--- src/rtl/line_test_pkg.sv ---
// shared constants and types of the line test pattern generator
package line_test_pkg;
  // bus and data widths
  localparam int WB_AW = 8;
  localparam int WB_DW = 32;
  localparam int PIX_W = 12;
  localparam int DATA_W = 36;
  localparam int CNT_W = 13;
  localparam int LINE_CNT_W = 16;
  localparam int PERIOD_W = 16;
  localparam int COLOR_W = 2;

  // register byte offsets
  localparam logic [WB_AW-1:0] CTRL_OFS = 8'h00;
  localparam logic [WB_AW-1:0] EXPO_OFS = 8'h04;
  localparam logic [WB_AW-1:0] PERIOD_OFS = 8'h08;
  localparam logic [WB_AW-1:0] STATUS_OFS = 8'h0C;

  // control register layout
  localparam int MODE_LSB = 0;
  localparam int MODE_W = 3;
  localparam int ACQ_LSB = 4;
  localparam int ACQ_W = 3;
  localparam int DEPTH_LSB = 8;
  localparam int DEPTH_W = 2;
  localparam int MODEL_LSB = 12;
  localparam int MODEL_W = 2;
  localparam int FREE_BIT = 16;
  localparam logic [WB_DW-1:0] CTRL_MASK = 32'h0001_3377;
  localparam logic [WB_DW-1:0] CTRL_RST = 32'h0000_0000;
  localparam logic [WB_DW-1:0] EXPO_MASK = 32'h0000_FFFF;
  localparam logic [WB_DW-1:0] EXPO_RST = 32'h0000_0000;
  localparam logic [WB_DW-1:0] PERIOD_MASK = 32'h0000_FFFF;
  localparam logic [WB_DW-1:0] PERIOD_RST = 32'h0000_4000;

  // status register layout
  localparam int ST_BUSY = 0;
  localparam int ST_SECOND = 1;
  localparam int ST_PEND = 2;
  localparam int ST_TEST = 3;
  localparam int ST_LCNT_LSB = 16;

  // test image selections
  localparam logic [MODE_W-1:0] TEST_OFF = 3'h0;
  localparam logic [MODE_W-1:0] TEST_MOVING = 3'h2;
  localparam logic [MODE_W-1:0] TEST_RED = 3'h7;

  // line acquisition modes
  localparam logic [ACQ_W-1:0] ACQ_RGB = 3'h0;
  localparam logic [ACQ_W-1:0] ACQ_RAW_A = 3'h1;
  localparam logic [ACQ_W-1:0] ACQ_RAW_B = 3'h2;
  localparam logic [ACQ_W-1:0] ACQ_ENH_A = 3'h3;
  localparam logic [ACQ_W-1:0] ACQ_ENH_B = 3'h4;

  // output depths and their full-scale masks
  localparam logic [DEPTH_W-1:0] DEPTH_8 = 2'h0;
  localparam logic [DEPTH_W-1:0] DEPTH_10 = 2'h1;
  localparam logic [PIX_W-1:0] MASK_8 = 12'h0FF;
  localparam logic [PIX_W-1:0] MASK_10 = 12'h3FF;
  localparam logic [PIX_W-1:0] MASK_12 = 12'hFFF;

  // models and their virtual pixel counts
  localparam logic [MODEL_W-1:0] MODEL_2K = 2'h0;
  localparam logic [MODEL_W-1:0] MODEL_4K = 2'h1;
  localparam logic [CNT_W-1:0] VPIX_2K = 13'h0400;
  localparam logic [CNT_W-1:0] VPIX_4K = 13'h0800;
  localparam logic [CNT_W-1:0] VPIX_8K = 13'h1000;

  // color tag of a raw pixel
  localparam logic [COLOR_W-1:0] COLOR_RED = 2'h0;
  localparam logic [COLOR_W-1:0] COLOR_GREEN = 2'h1;
  localparam logic [COLOR_W-1:0] COLOR_BLUE = 2'h2;

  typedef enum logic [0:0] {
    GEN_IDLE = 1'b0,
    GEN_RUN = 1'b1
  } gen_state_type;
endpackage

--- src/rtl/pixel_stream_if.sv ---
// pixel stream carrier between the generator and its output buffer
`timescale 1ns/1ns
interface pixel_stream_if;
  import line_test_pkg::*;
  logic [DATA_W-1:0] data;
  logic [COLOR_W-1:0] color;
  logic line_b;
  logic last;
  logic valid;
  logic ready;
  modport src (output data, output color, output line_b, output last,
    output valid, input ready);
  modport snk (input data, input color, input line_b, input last,
    input valid, output ready);
endinterface

--- src/rtl/line_test_pattern_generator.sv ---
// line test pattern generator with wishbone registers and output buffer
`timescale 1ns/1ns
module line_test_pattern_generator (
  input wire logic clk_i,
  input wire logic rst_i,
  input wire logic wb_cyc_i,
  input wire logic wb_stb_i,
  input wire logic wb_we_i,
  input wire logic [line_test_pkg::WB_AW-1:0] wb_adr_i,
  input wire logic [line_test_pkg::WB_DW/8-1:0] wb_sel_i,
  input wire logic [line_test_pkg::WB_DW-1:0] wb_dat_i,
  output logic [line_test_pkg::WB_DW-1:0] wb_dat_o,
  output logic wb_ack_o,
  input wire logic line_trigger_input_i,
  input wire logic [line_test_pkg::DATA_W-1:0] sensor_data_i,
  input wire logic sensor_valid_i,
  input wire logic sensor_last_i,
  output logic sensor_ready_o,
  output logic [line_test_pkg::DATA_W-1:0] pix_data_o,
  output logic [line_test_pkg::COLOR_W-1:0] pix_color_o,
  output logic pix_line_b_o,
  output logic pix_last_o,
  output logic pix_valid_o,
  input wire logic pix_ready_i
);
  import line_test_pkg::*;

  logic [WB_DW-1:0] ctrl_reg, expo_reg, period_reg, status_word;
  logic wb_req, trig_sync, trig_prev_reg, free_pulse, trig_event, pend_reg;
  logic [PERIOD_W-1:0] free_cnt_reg;
  gen_state_type state_reg, state_next;
  logic [CNT_W-1:0] pix_cnt_reg, len_reg, vpix;
  logic [PIX_W-1:0] mask_reg, start_a_reg, start_b_reg, start_reg;
  logic rgb_reg, moving_reg, cur_b_reg, second_reg;
  logic [LINE_CNT_W-1:0] line_cnt_reg;
  logic [MODE_W-1:0] mode_f;
  logic [ACQ_W-1:0] acq_f;
  logic [DEPTH_W-1:0] depth_f;
  logic [MODEL_W-1:0] model_f;
  logic acq_is_rgb, b_first, test_on, gen_src;
  logic start_line, gen_push, gen_last;
  logic [PIX_W-1:0] depth_mask, raw_sum, raw_val, red_val;
  logic [DATA_W-1:0] gen_data;
  logic [COLOR_W-1:0] gen_color;

  pixel_stream_if buf_in ();
  pixel_stream_if buf_out ();

  // merge written byte lanes into an old register value
  function automatic logic [WB_DW-1:0] merge_lanes(
    input logic [WB_DW-1:0] old_v,
    input logic [WB_DW-1:0] new_v,
    input logic [WB_DW/8-1:0] sel
  );
    logic [WB_DW-1:0] res;
    res = old_v;
    for (int b = 0; b < WB_DW/8; b++) begin
      if (sel[b]) begin
        res[b*8 +: 8] = new_v[b*8 +: 8];
      end
    end
    return res;
  endfunction

  // control fields
  assign mode_f = ctrl_reg[MODE_LSB +: MODE_W];
  assign acq_f = ctrl_reg[ACQ_LSB +: ACQ_W];
  assign depth_f = ctrl_reg[DEPTH_LSB +: DEPTH_W];
  assign model_f = ctrl_reg[MODEL_LSB +: MODEL_W];
  assign acq_is_rgb = (acq_f == ACQ_RGB);
  assign b_first = (acq_f == ACQ_RAW_B) || (acq_f == ACQ_ENH_B);
  // only documented pattern and mode pairs generate test lines
  assign test_on = ((mode_f == TEST_MOVING) && !acq_is_rgb) ||
    ((mode_f == TEST_RED) && acq_is_rgb);

  // one-cycle ack; a new request waits for ack to drop
  assign wb_req = wb_cyc_i && wb_stb_i && !wb_ack_o;

  // register writes; exposure is stored but steers nothing
  always_ff @(posedge clk_i) begin
    if (rst_i) begin
      ctrl_reg <= CTRL_RST;
      expo_reg <= EXPO_RST;
      period_reg <= PERIOD_RST;
    end else if (wb_req && wb_we_i) begin
      case (wb_adr_i)
        CTRL_OFS: ctrl_reg <= merge_lanes(ctrl_reg, wb_dat_i,
          wb_sel_i) & CTRL_MASK;
        EXPO_OFS: expo_reg <= merge_lanes(expo_reg, wb_dat_i,
          wb_sel_i) & EXPO_MASK;
        PERIOD_OFS: period_reg <= merge_lanes(period_reg, wb_dat_i,
          wb_sel_i) & PERIOD_MASK;
        default: ;
      endcase
    end
  end

  // status word gathered from live state
  always_comb begin
    status_word = '0;
    status_word[ST_BUSY] = (state_reg == GEN_RUN);
    status_word[ST_SECOND] = second_reg;
    status_word[ST_PEND] = pend_reg;
    status_word[ST_TEST] = test_on;
    status_word[ST_LCNT_LSB +: LINE_CNT_W] = line_cnt_reg;
  end

  // ack and read data; unmapped offsets read zero
  always_ff @(posedge clk_i) begin
    if (rst_i) begin
      wb_ack_o <= 1'b0;
      wb_dat_o <= '0;
    end else begin
      wb_ack_o <= wb_req;
      if (wb_req && !wb_we_i) begin
        case (wb_adr_i)
          CTRL_OFS: wb_dat_o <= ctrl_reg;
          EXPO_OFS: wb_dat_o <= expo_reg;
          PERIOD_OFS: wb_dat_o <= period_reg;
          STATUS_OFS: wb_dat_o <= status_word;
          default: wb_dat_o <= '0;
        endcase
      end
    end
  end

  // trigger pin comes from the partner's domain
  level_sync trig_sync_u (
    .clk_i(clk_i),
    .rst_i(rst_i),
    .async_i(line_trigger_input_i),
    .sync_o(trig_sync)
  );

  // rising-edge detector on the synchronised trigger
  always_ff @(posedge clk_i) begin
    if (rst_i) begin
      trig_prev_reg <= 1'b0;
    end else begin
      trig_prev_reg <= trig_sync;
    end
  end

  // internal free-run line cycle; period 0 fires every clock
  always_ff @(posedge clk_i) begin
    if (rst_i || !ctrl_reg[FREE_BIT]) begin
      free_cnt_reg <= '0;
    end else if (free_pulse) begin
      free_cnt_reg <= '0;
    end else begin
      free_cnt_reg <= free_cnt_reg + 1'b1;
    end
  end
  assign free_pulse = ctrl_reg[FREE_BIT] &&
    (free_cnt_reg >= period_reg[PERIOD_W-1:0]);
  // a stuck trigger simply produces no lines
  assign trig_event = ctrl_reg[FREE_BIT] ? free_pulse :
    (trig_sync && !trig_prev_reg);

  // one pending line; a trigger in the taking cycle is kept
  always_ff @(posedge clk_i) begin
    if (rst_i || !test_on) begin
      pend_reg <= 1'b0;
    end else if (trig_event) begin
      pend_reg <= 1'b1;
    end else if (start_line) begin
      pend_reg <= 1'b0;
    end
  end

  // line length and full-scale mask for the current setup
  always_comb begin
    case (model_f)
      MODEL_2K: vpix = VPIX_2K;
      MODEL_4K: vpix = VPIX_4K;
      default: vpix = VPIX_8K;
    endcase
    case (depth_f)
      DEPTH_8: depth_mask = MASK_8;
      DEPTH_10: depth_mask = MASK_10;
      default: depth_mask = MASK_12;
    endcase
  end

  assign start_line = (state_reg == GEN_IDLE) && pend_reg && test_on;
  assign gen_last = (pix_cnt_reg == len_reg - 1'b1);
  assign gen_push = (state_reg == GEN_RUN) && buf_in.ready;

  // line state machine
  always_comb begin
    state_next = state_reg;
    case (state_reg)
      GEN_IDLE: if (start_line) state_next = GEN_RUN;
      GEN_RUN: if (gen_push && gen_last) state_next = GEN_IDLE;
      default: state_next = GEN_IDLE;
    endcase
  end

  always_ff @(posedge clk_i) begin
    if (rst_i) begin
      state_reg <= GEN_IDLE;
    end else begin
      state_reg <= state_next;
    end
  end

  // per-line snapshot so a mid-line write cannot tear a line
  always_ff @(posedge clk_i) begin
    if (rst_i) begin
      len_reg <= VPIX_2K;
      mask_reg <= MASK_8;
      rgb_reg <= 1'b0;
      moving_reg <= 1'b0;
      cur_b_reg <= 1'b0;
      start_reg <= '0;
    end else if (start_line) begin
      // raw lines hold two sensor pixels per virtual pixel
      len_reg <= acq_is_rgb ? vpix : {vpix[CNT_W-2:0], 1'b0};
      mask_reg <= depth_mask;
      rgb_reg <= acq_is_rgb;
      moving_reg <= (mode_f == TEST_MOVING);
      // rgb lines belong to neither sensor line, so no line b flag
      cur_b_reg <= !acq_is_rgb && (b_first ^ second_reg);
      start_reg <= (b_first ^ second_reg) ? start_b_reg : start_a_reg;
    end
  end

  // pixel position restarts at each line
  always_ff @(posedge clk_i) begin
    if (rst_i || start_line) begin
      pix_cnt_reg <= '0;
    end else if (gen_push) begin
      pix_cnt_reg <= pix_cnt_reg + 1'b1;
    end
  end

  // per sensor line start values, stepped after each line
  always_ff @(posedge clk_i) begin
    if (rst_i) begin
      start_a_reg <= '0;
      start_b_reg <= '0;
    end else if (gen_push && gen_last && moving_reg && !rgb_reg) begin
      if (cur_b_reg) begin
        start_b_reg <= start_b_reg + 1'b1;
      end else begin
        start_a_reg <= start_a_reg + 1'b1;
      end
    end
  end

  // line parity; a fresh test session begins with the first line
  always_ff @(posedge clk_i) begin
    if (rst_i) begin
      second_reg <= 1'b0;
      line_cnt_reg <= '0;
    end else if (gen_push && gen_last) begin
      second_reg <= !second_reg;
      line_cnt_reg <= line_cnt_reg + 1'b1;
    end else if (!test_on && state_reg == GEN_IDLE) begin
      second_reg <= 1'b0;
    end
  end

  // pixel values; masking a power-of-two scale gives the wrap
  assign raw_sum = start_reg + pix_cnt_reg[CNT_W-1:1];
  assign raw_val = raw_sum & mask_reg;
  assign red_val = pix_cnt_reg[PIX_W-1:0] & mask_reg;

  always_comb begin
    if (rgb_reg) begin
      gen_data = {red_val, {PIX_W{1'b0}}, {PIX_W{1'b0}}};
      gen_color = COLOR_RED;
    end else begin
      gen_data = {{(DATA_W-PIX_W){1'b0}}, raw_val};
      if (cur_b_reg) begin
        gen_color = pix_cnt_reg[0] ? COLOR_BLUE : COLOR_GREEN;
      end else begin
        gen_color = pix_cnt_reg[0] ? COLOR_GREEN : COLOR_RED;
      end
    end
  end

  // source select: a started test line always finishes
  assign gen_src = test_on || (state_reg == GEN_RUN);
  assign buf_in.data = gen_src ? gen_data : sensor_data_i;
  assign buf_in.color = gen_src ? gen_color : COLOR_RED;
  assign buf_in.line_b = gen_src ? cur_b_reg : 1'b0;
  assign buf_in.last = gen_src ? gen_last : sensor_last_i;
  assign buf_in.valid = gen_src ? (state_reg == GEN_RUN) :
    sensor_valid_i;
  // sensor is held off while the pattern owns the stream
  assign sensor_ready_o = buf_in.ready && !gen_src;

  // output buffer absorbs a receiver stall without loss
  skid_buffer2 out_buf_u (
    .clk_i(clk_i),
    .rst_i(rst_i),
    .in_s(buf_in),
    .out_s(buf_out)
  );

  assign pix_data_o = buf_out.data;
  assign pix_color_o = buf_out.color;
  assign pix_line_b_o = buf_out.line_b;
  assign pix_last_o = buf_out.last;
  assign pix_valid_o = buf_out.valid;
  assign buf_out.ready = pix_ready_i;
endmodule // line_test_pattern_generator

--- src/rtl/level_sync.sv ---
// two flip-flop synchroniser for a pin level
`timescale 1ns/1ns
module level_sync (
  input wire logic clk_i,
  input wire logic rst_i,
  input wire logic async_i,
  output logic sync_o
);
  logic meta_reg;

  // first stage is read only by the second
  always_ff @(posedge clk_i) begin
    if (rst_i) begin
      meta_reg <= 1'b0;
      sync_o <= 1'b0;
    end else begin
      meta_reg <= async_i;
      sync_o <= meta_reg;
    end
  end
endmodule // level_sync

--- src/rtl/skid_buffer2.sv ---
// two-entry buffer whose head is always a flip-flop stage
`timescale 1ns/1ns
module skid_buffer2 (
  input wire logic clk_i,
  input wire logic rst_i,
  pixel_stream_if.snk in_s,
  pixel_stream_if.src out_s
);
  import line_test_pkg::*;
  localparam int ENT_W = DATA_W + COLOR_W + 2;
  logic [ENT_W-1:0] head_reg;
  logic [ENT_W-1:0] tail_reg;
  logic head_vld_reg;
  logic tail_vld_reg;
  logic push;
  logic pop;
  logic [ENT_W-1:0] in_word;

  // full only when the tail holds a word
  assign in_s.ready = !tail_vld_reg;
  assign push = in_s.valid && !tail_vld_reg;
  assign pop = head_vld_reg && out_s.ready;
  assign in_word = {in_s.data, in_s.color, in_s.line_b, in_s.last};
  assign out_s.valid = head_vld_reg;
  assign {out_s.data, out_s.color, out_s.line_b, out_s.last} = head_reg;

  // head refills from the tail first so order is kept
  always_ff @(posedge clk_i) begin
    if (rst_i) begin
      head_vld_reg <= 1'b0;
      tail_vld_reg <= 1'b0;
      head_reg <= '0;
      tail_reg <= '0;
    end else begin
      if (!head_vld_reg || pop) begin
        if (tail_vld_reg) begin
          head_reg <= tail_reg;
          head_vld_reg <= 1'b1;
          tail_vld_reg <= 1'b0;
        end else begin
          head_reg <= in_word;
          head_vld_reg <= push;
        end
        if (tail_vld_reg && push) begin
          tail_reg <= in_word;
          tail_vld_reg <= 1'b1;
        end
      end else if (push) begin
        tail_reg <= in_word;
        tail_vld_reg <= 1'b1;
      end
    end
  end
endmodule // skid_buffer2

--- config.mk ---
export PLATFORM = sky130hd
export DESIGN_NAME = line_test_pattern_generator
export DESIGN_NICKNAME = d
export VERILOG_FILES = /design/src/rtl/line_test_pkg.sv /design/src/rtl/pixel_stream_if.sv /design/src/rtl/line_test_pattern_generator.sv /design/src/rtl/level_sync.sv /design/src/rtl/skid_buffer2.sv
export SDC_FILE = /design/constraint.sdc
export NUM_CORES = 1
export LEC_CHECK = 0
export ABC_AREA = 0
export CORE_MARGIN = 2
export CORE_UTILIZATION = 35
export DETAILED_ROUTE_END_ITERATION = 10
export DONT_BUFFER_PORTS = 1
export SLEW_MARGIN = 20
export SYNTH_ARGS = -nofsm -noshare
export SYNTH_HDL_FRONTEND = slang
export SYNTH_SLANG_ARGS = --single-unit
--- constraint.sdc ---
create_clock -name clk_i -period 3 [get_ports clk_i]
set_input_delay 0.15 -clock clk_i [delete_from_list [all_inputs] [get_ports clk_i]]
set_output_delay 0.15 -clock clk_i [all_outputs]
set_load 0.01 [all_outputs]
==> results.md <==
- Status: finished clean
- Post-synth top flop: dfxtp_1
- Crit. End Element: flip-flop
- Worst hold path stage count: 3
- H-Tree Depth: 1
- Syn Nets: 1,495
- Fin Hold WS: 29.80 ps
- Final WS setup: 161.3 ps
- Via count: 10,092
- Die area: 35,020 um2
- R2R Setup Slk: 160 ps
- Area post-placement: 12,140 um2
- Power per Cell Area: 514.5 nW/um2
- Max-slew violation count: 0
- Final core occ: 42.46%
- Worst R2R End: out_buf_u.head_reg[9]
- WP data arrival: 3260 ps
- Average wire per standard cell: 16.86 um
- Cell Area, Synth: 11,740 um2
- Final net count: 1,566
- Clock power frac: 47.4%
- Sequential Power Share: 47.9%
- Seq cells post-synth: 253
- CTS tree: yes
- GR Overflow Total: 0
- Layout cell share with drive strength beyond 1: 7.197%
- Diodes inserted: 0
- Cell variety after synth: 65
- Combinational share of power: 4.7%
- Max Cap Viol: 0
- TritonRoute pass-1 iters: 5
- LEAKAGE: 5.290 nW
- Clk sinks: 253
- Worst path required time: 3420 ps
- CP max FO: 6
- I/O Pins: 164
- Post-Syn Instances: 1,371
- Worst Hold Endpoint: out_buf_u.head_reg[39]
- Worst Tran Pin Value: 723.7 ps
- Net Switching: 1.574 mW
- Routability cong.: 0.8372
- Crit path cell chain: ha_1, and2_1, a221oi_2, nand2_1, xor2_1, a221oi_1, o31ai_1, dlygate4sd3_1
- Post-synth EDFFs: 0
- RR Startpoint: pix_cnt_reg[5]
- FF-to-FF path depth: 8
- Hold Path Origin: sensor_data_i[35]
- Clk slew on worst S/H paths: 60 ps
- Sequential area share after synthesis: 43.15%
- Ys async rst share: 0%
- 1st-iter DRT viols: 603
- Pin count of the biggest net entering global routing: 165
- Die height: 187.1 um
- Post-route design area: 14,130 um2
- Ys Warns: 0
- Startpoint class of the critical path: flip-flop
- Worst-case clock skew: 12.19 ps
- Port Buffer Count: 0
- Die W: 187.1 um
- Vias per cell: 5.292
- DP HPWL: 21,050 um
- Root Driver: clkbuf_16
- Top cells by area, synth: dfxtp_1 (43%), nor2_1 (6.6%), mux2i_1 (4.6%), nand2_1 (4.0%), ha_1 (3.6%)
- Initial antenna violation count: 0
- Syn avg cell area: 8.562 um2
- Layout area overhead: 20.38%
- Final period util: 94.62%
- Vias in the first global route: 9,775
- Num rows: 67
- WL final: 32,160 um
- Fin. Hold Viols: 0
- Max Fclk: 0.3523 GHz
- CTS Buffer Depth: 3
- Total track usage: 17.79%
- Total CTS buffers: 28
- Core ar.: 33,280 um2
- Synth top area share: 43.15%
- Leading area contributor after synthesis: dfxtp_1
- CP peak stage delay: 580 ps
- Crit path time final: 2839 ps
- Antenna violation net count after detailed routing: 0
- Endpoints failing setup: 0
- Skew-Pair Late Insertion Delay: 540 ps
- Initial Utilization: 35.27%
- DRC Markers: 0
- Sw Ratio: 21.65%
- Hold WC Path Type: primary input to flip-flop
- Pint: 5.697 mW
- Setup WS pre-CTS: 253.7 ps
- Worst vdd ir: 0.3806 mV
- First-pass GRT wire length: 51,850 um
- WS Path Type: flip-flop to flip-flop
- Rel. slew slack: 51.76%
- Slowest-stage cell, CP: dlygate4sd3_1
==> cells in the mapped netlist (27+ instances only) <==
| library cell | instances |
|---|---|
| mux2i_1 | 54 |
| nor2_1 | 207 |
| o21ai_0 | 53 |
| a21oi_1 | 75 |
| a211oi_1 | 27 |
| clkbuf_1 | 62 |
| dfxtp_1 | 253 |
| xnor2_1 | 32 |
| a311oi_1 | 27 |
| inv_1 | 33 |
| nand2_1 | 125 |
| xor2_1 | 34 |
| a22oi_1 | 32 |
| ha_1 | 34 |
| nand3_1 | 66 |
==> per-layer routing <==
metal	up-vias	GRT usage (%)	share of wire [%]
met3	45	3.508	6.7
li1	4985	-	-
met2	313	30.34	46
met1	4749	23.15	45
met4	0	4.182	2.0
met5	-	0	0
==> cell families (layout without fill, tap and decap cells) <==
logic type,Yosys count,count (layout),synth area share (%)
simple gates,559,560,22.63
fa+ha+maj,35,35,3.795
mux,60,60,5.372
flops,253,253,43.15
buf+inv,124,211,4.477
compound gates,273,273,15.47
xor+xnor,67,67,5.116
==> worst max-delay path, delay by kind of cell, from the launching register on <==
kind	cells	cell delay, ps
buffers and inverters	1	580
AND/OR/NAND/NOR	2	330
flip-flops	1	480
adder cells (fa/ha/maj)	1	340
AO/OA/AOI/OAI	3	790
XOR/XNOR	1	210
==> per-stage QoR <==
step	power, mW	std cells	TNS, ps
after floorplan	3.730	1371	0
after global placement	3.738	1758	0
after detailed placement	3.743	1758	0
after CTS	7.343	1905	0
after global routing	7.507	1907	-0.06928
final	7.271	1907	0
==> worst max-delay path by stage <==
stage                   start                     end  slack (ps)  cells past startpoint
3_3_place_gp   period_reg[13]         free_cnt_reg[5]         340                      8
2_1_floorplan  period_reg[13]        free_cnt_reg[10]         760                      9
5_1_grt        pix_cnt_reg[1]  out_buf_u.head_reg[10]       -0.07                     10
6_report       pix_cnt_reg[5]   out_buf_u.head_reg[9]         160                      8
3_5_place_dp   period_reg[13]        free_cnt_reg[11]         250                      8
4_1_cts           ctrl_reg[6]  out_buf_u.head_reg[35]          40                      8
==> final cells by class <==
| cell class | instances | area (um2) |
|---|---|---|
| Tap cell | 448 | 560.5 |
| Fill cell | 3273 | 19150 |
| Sequential cell | 253 | 5065 |
| Clock inverter | 3 | 65.06 |
| Timing Repair Buffer | 131 | 1251 |
| Multi-Input combinational cell | 995 | 6203 |
| Inverter | 33 | 123.9 |
| Clock buffer | 44 | 862.1 |
==> power by group through the flow <==
stage	registers (mW)	clock network [mW]	logic (mW)
after floorplan	3.54	0	0.190
after global placement	3.56	0	0.182
after detailed placement	3.56	0	0.186
after CTS	3.48	3.53	0.334
after global routing	3.49	3.65	0.372
final	3.48	3.45	0.339
==> cells in the final DEF (no fill, tap or decap), drive strengths merged, types with 44 or more instances in the layout <==
cell type	count
clkbuf	44
a21oi	75
dfxtp	253
o21ai	56
nand3	66
nand2	125
dlygate4sd3	99
mux2i	55
nor2	211
==> what timing repair did <==
action,in CTS,in global routing
hold buffers,100,0
endpoints found under the setup margin,0,17
setup buffers,0,1
resized for setup,0,5
endpoints found under the hold margin,217,0
(Power assumes the default switching activity.)
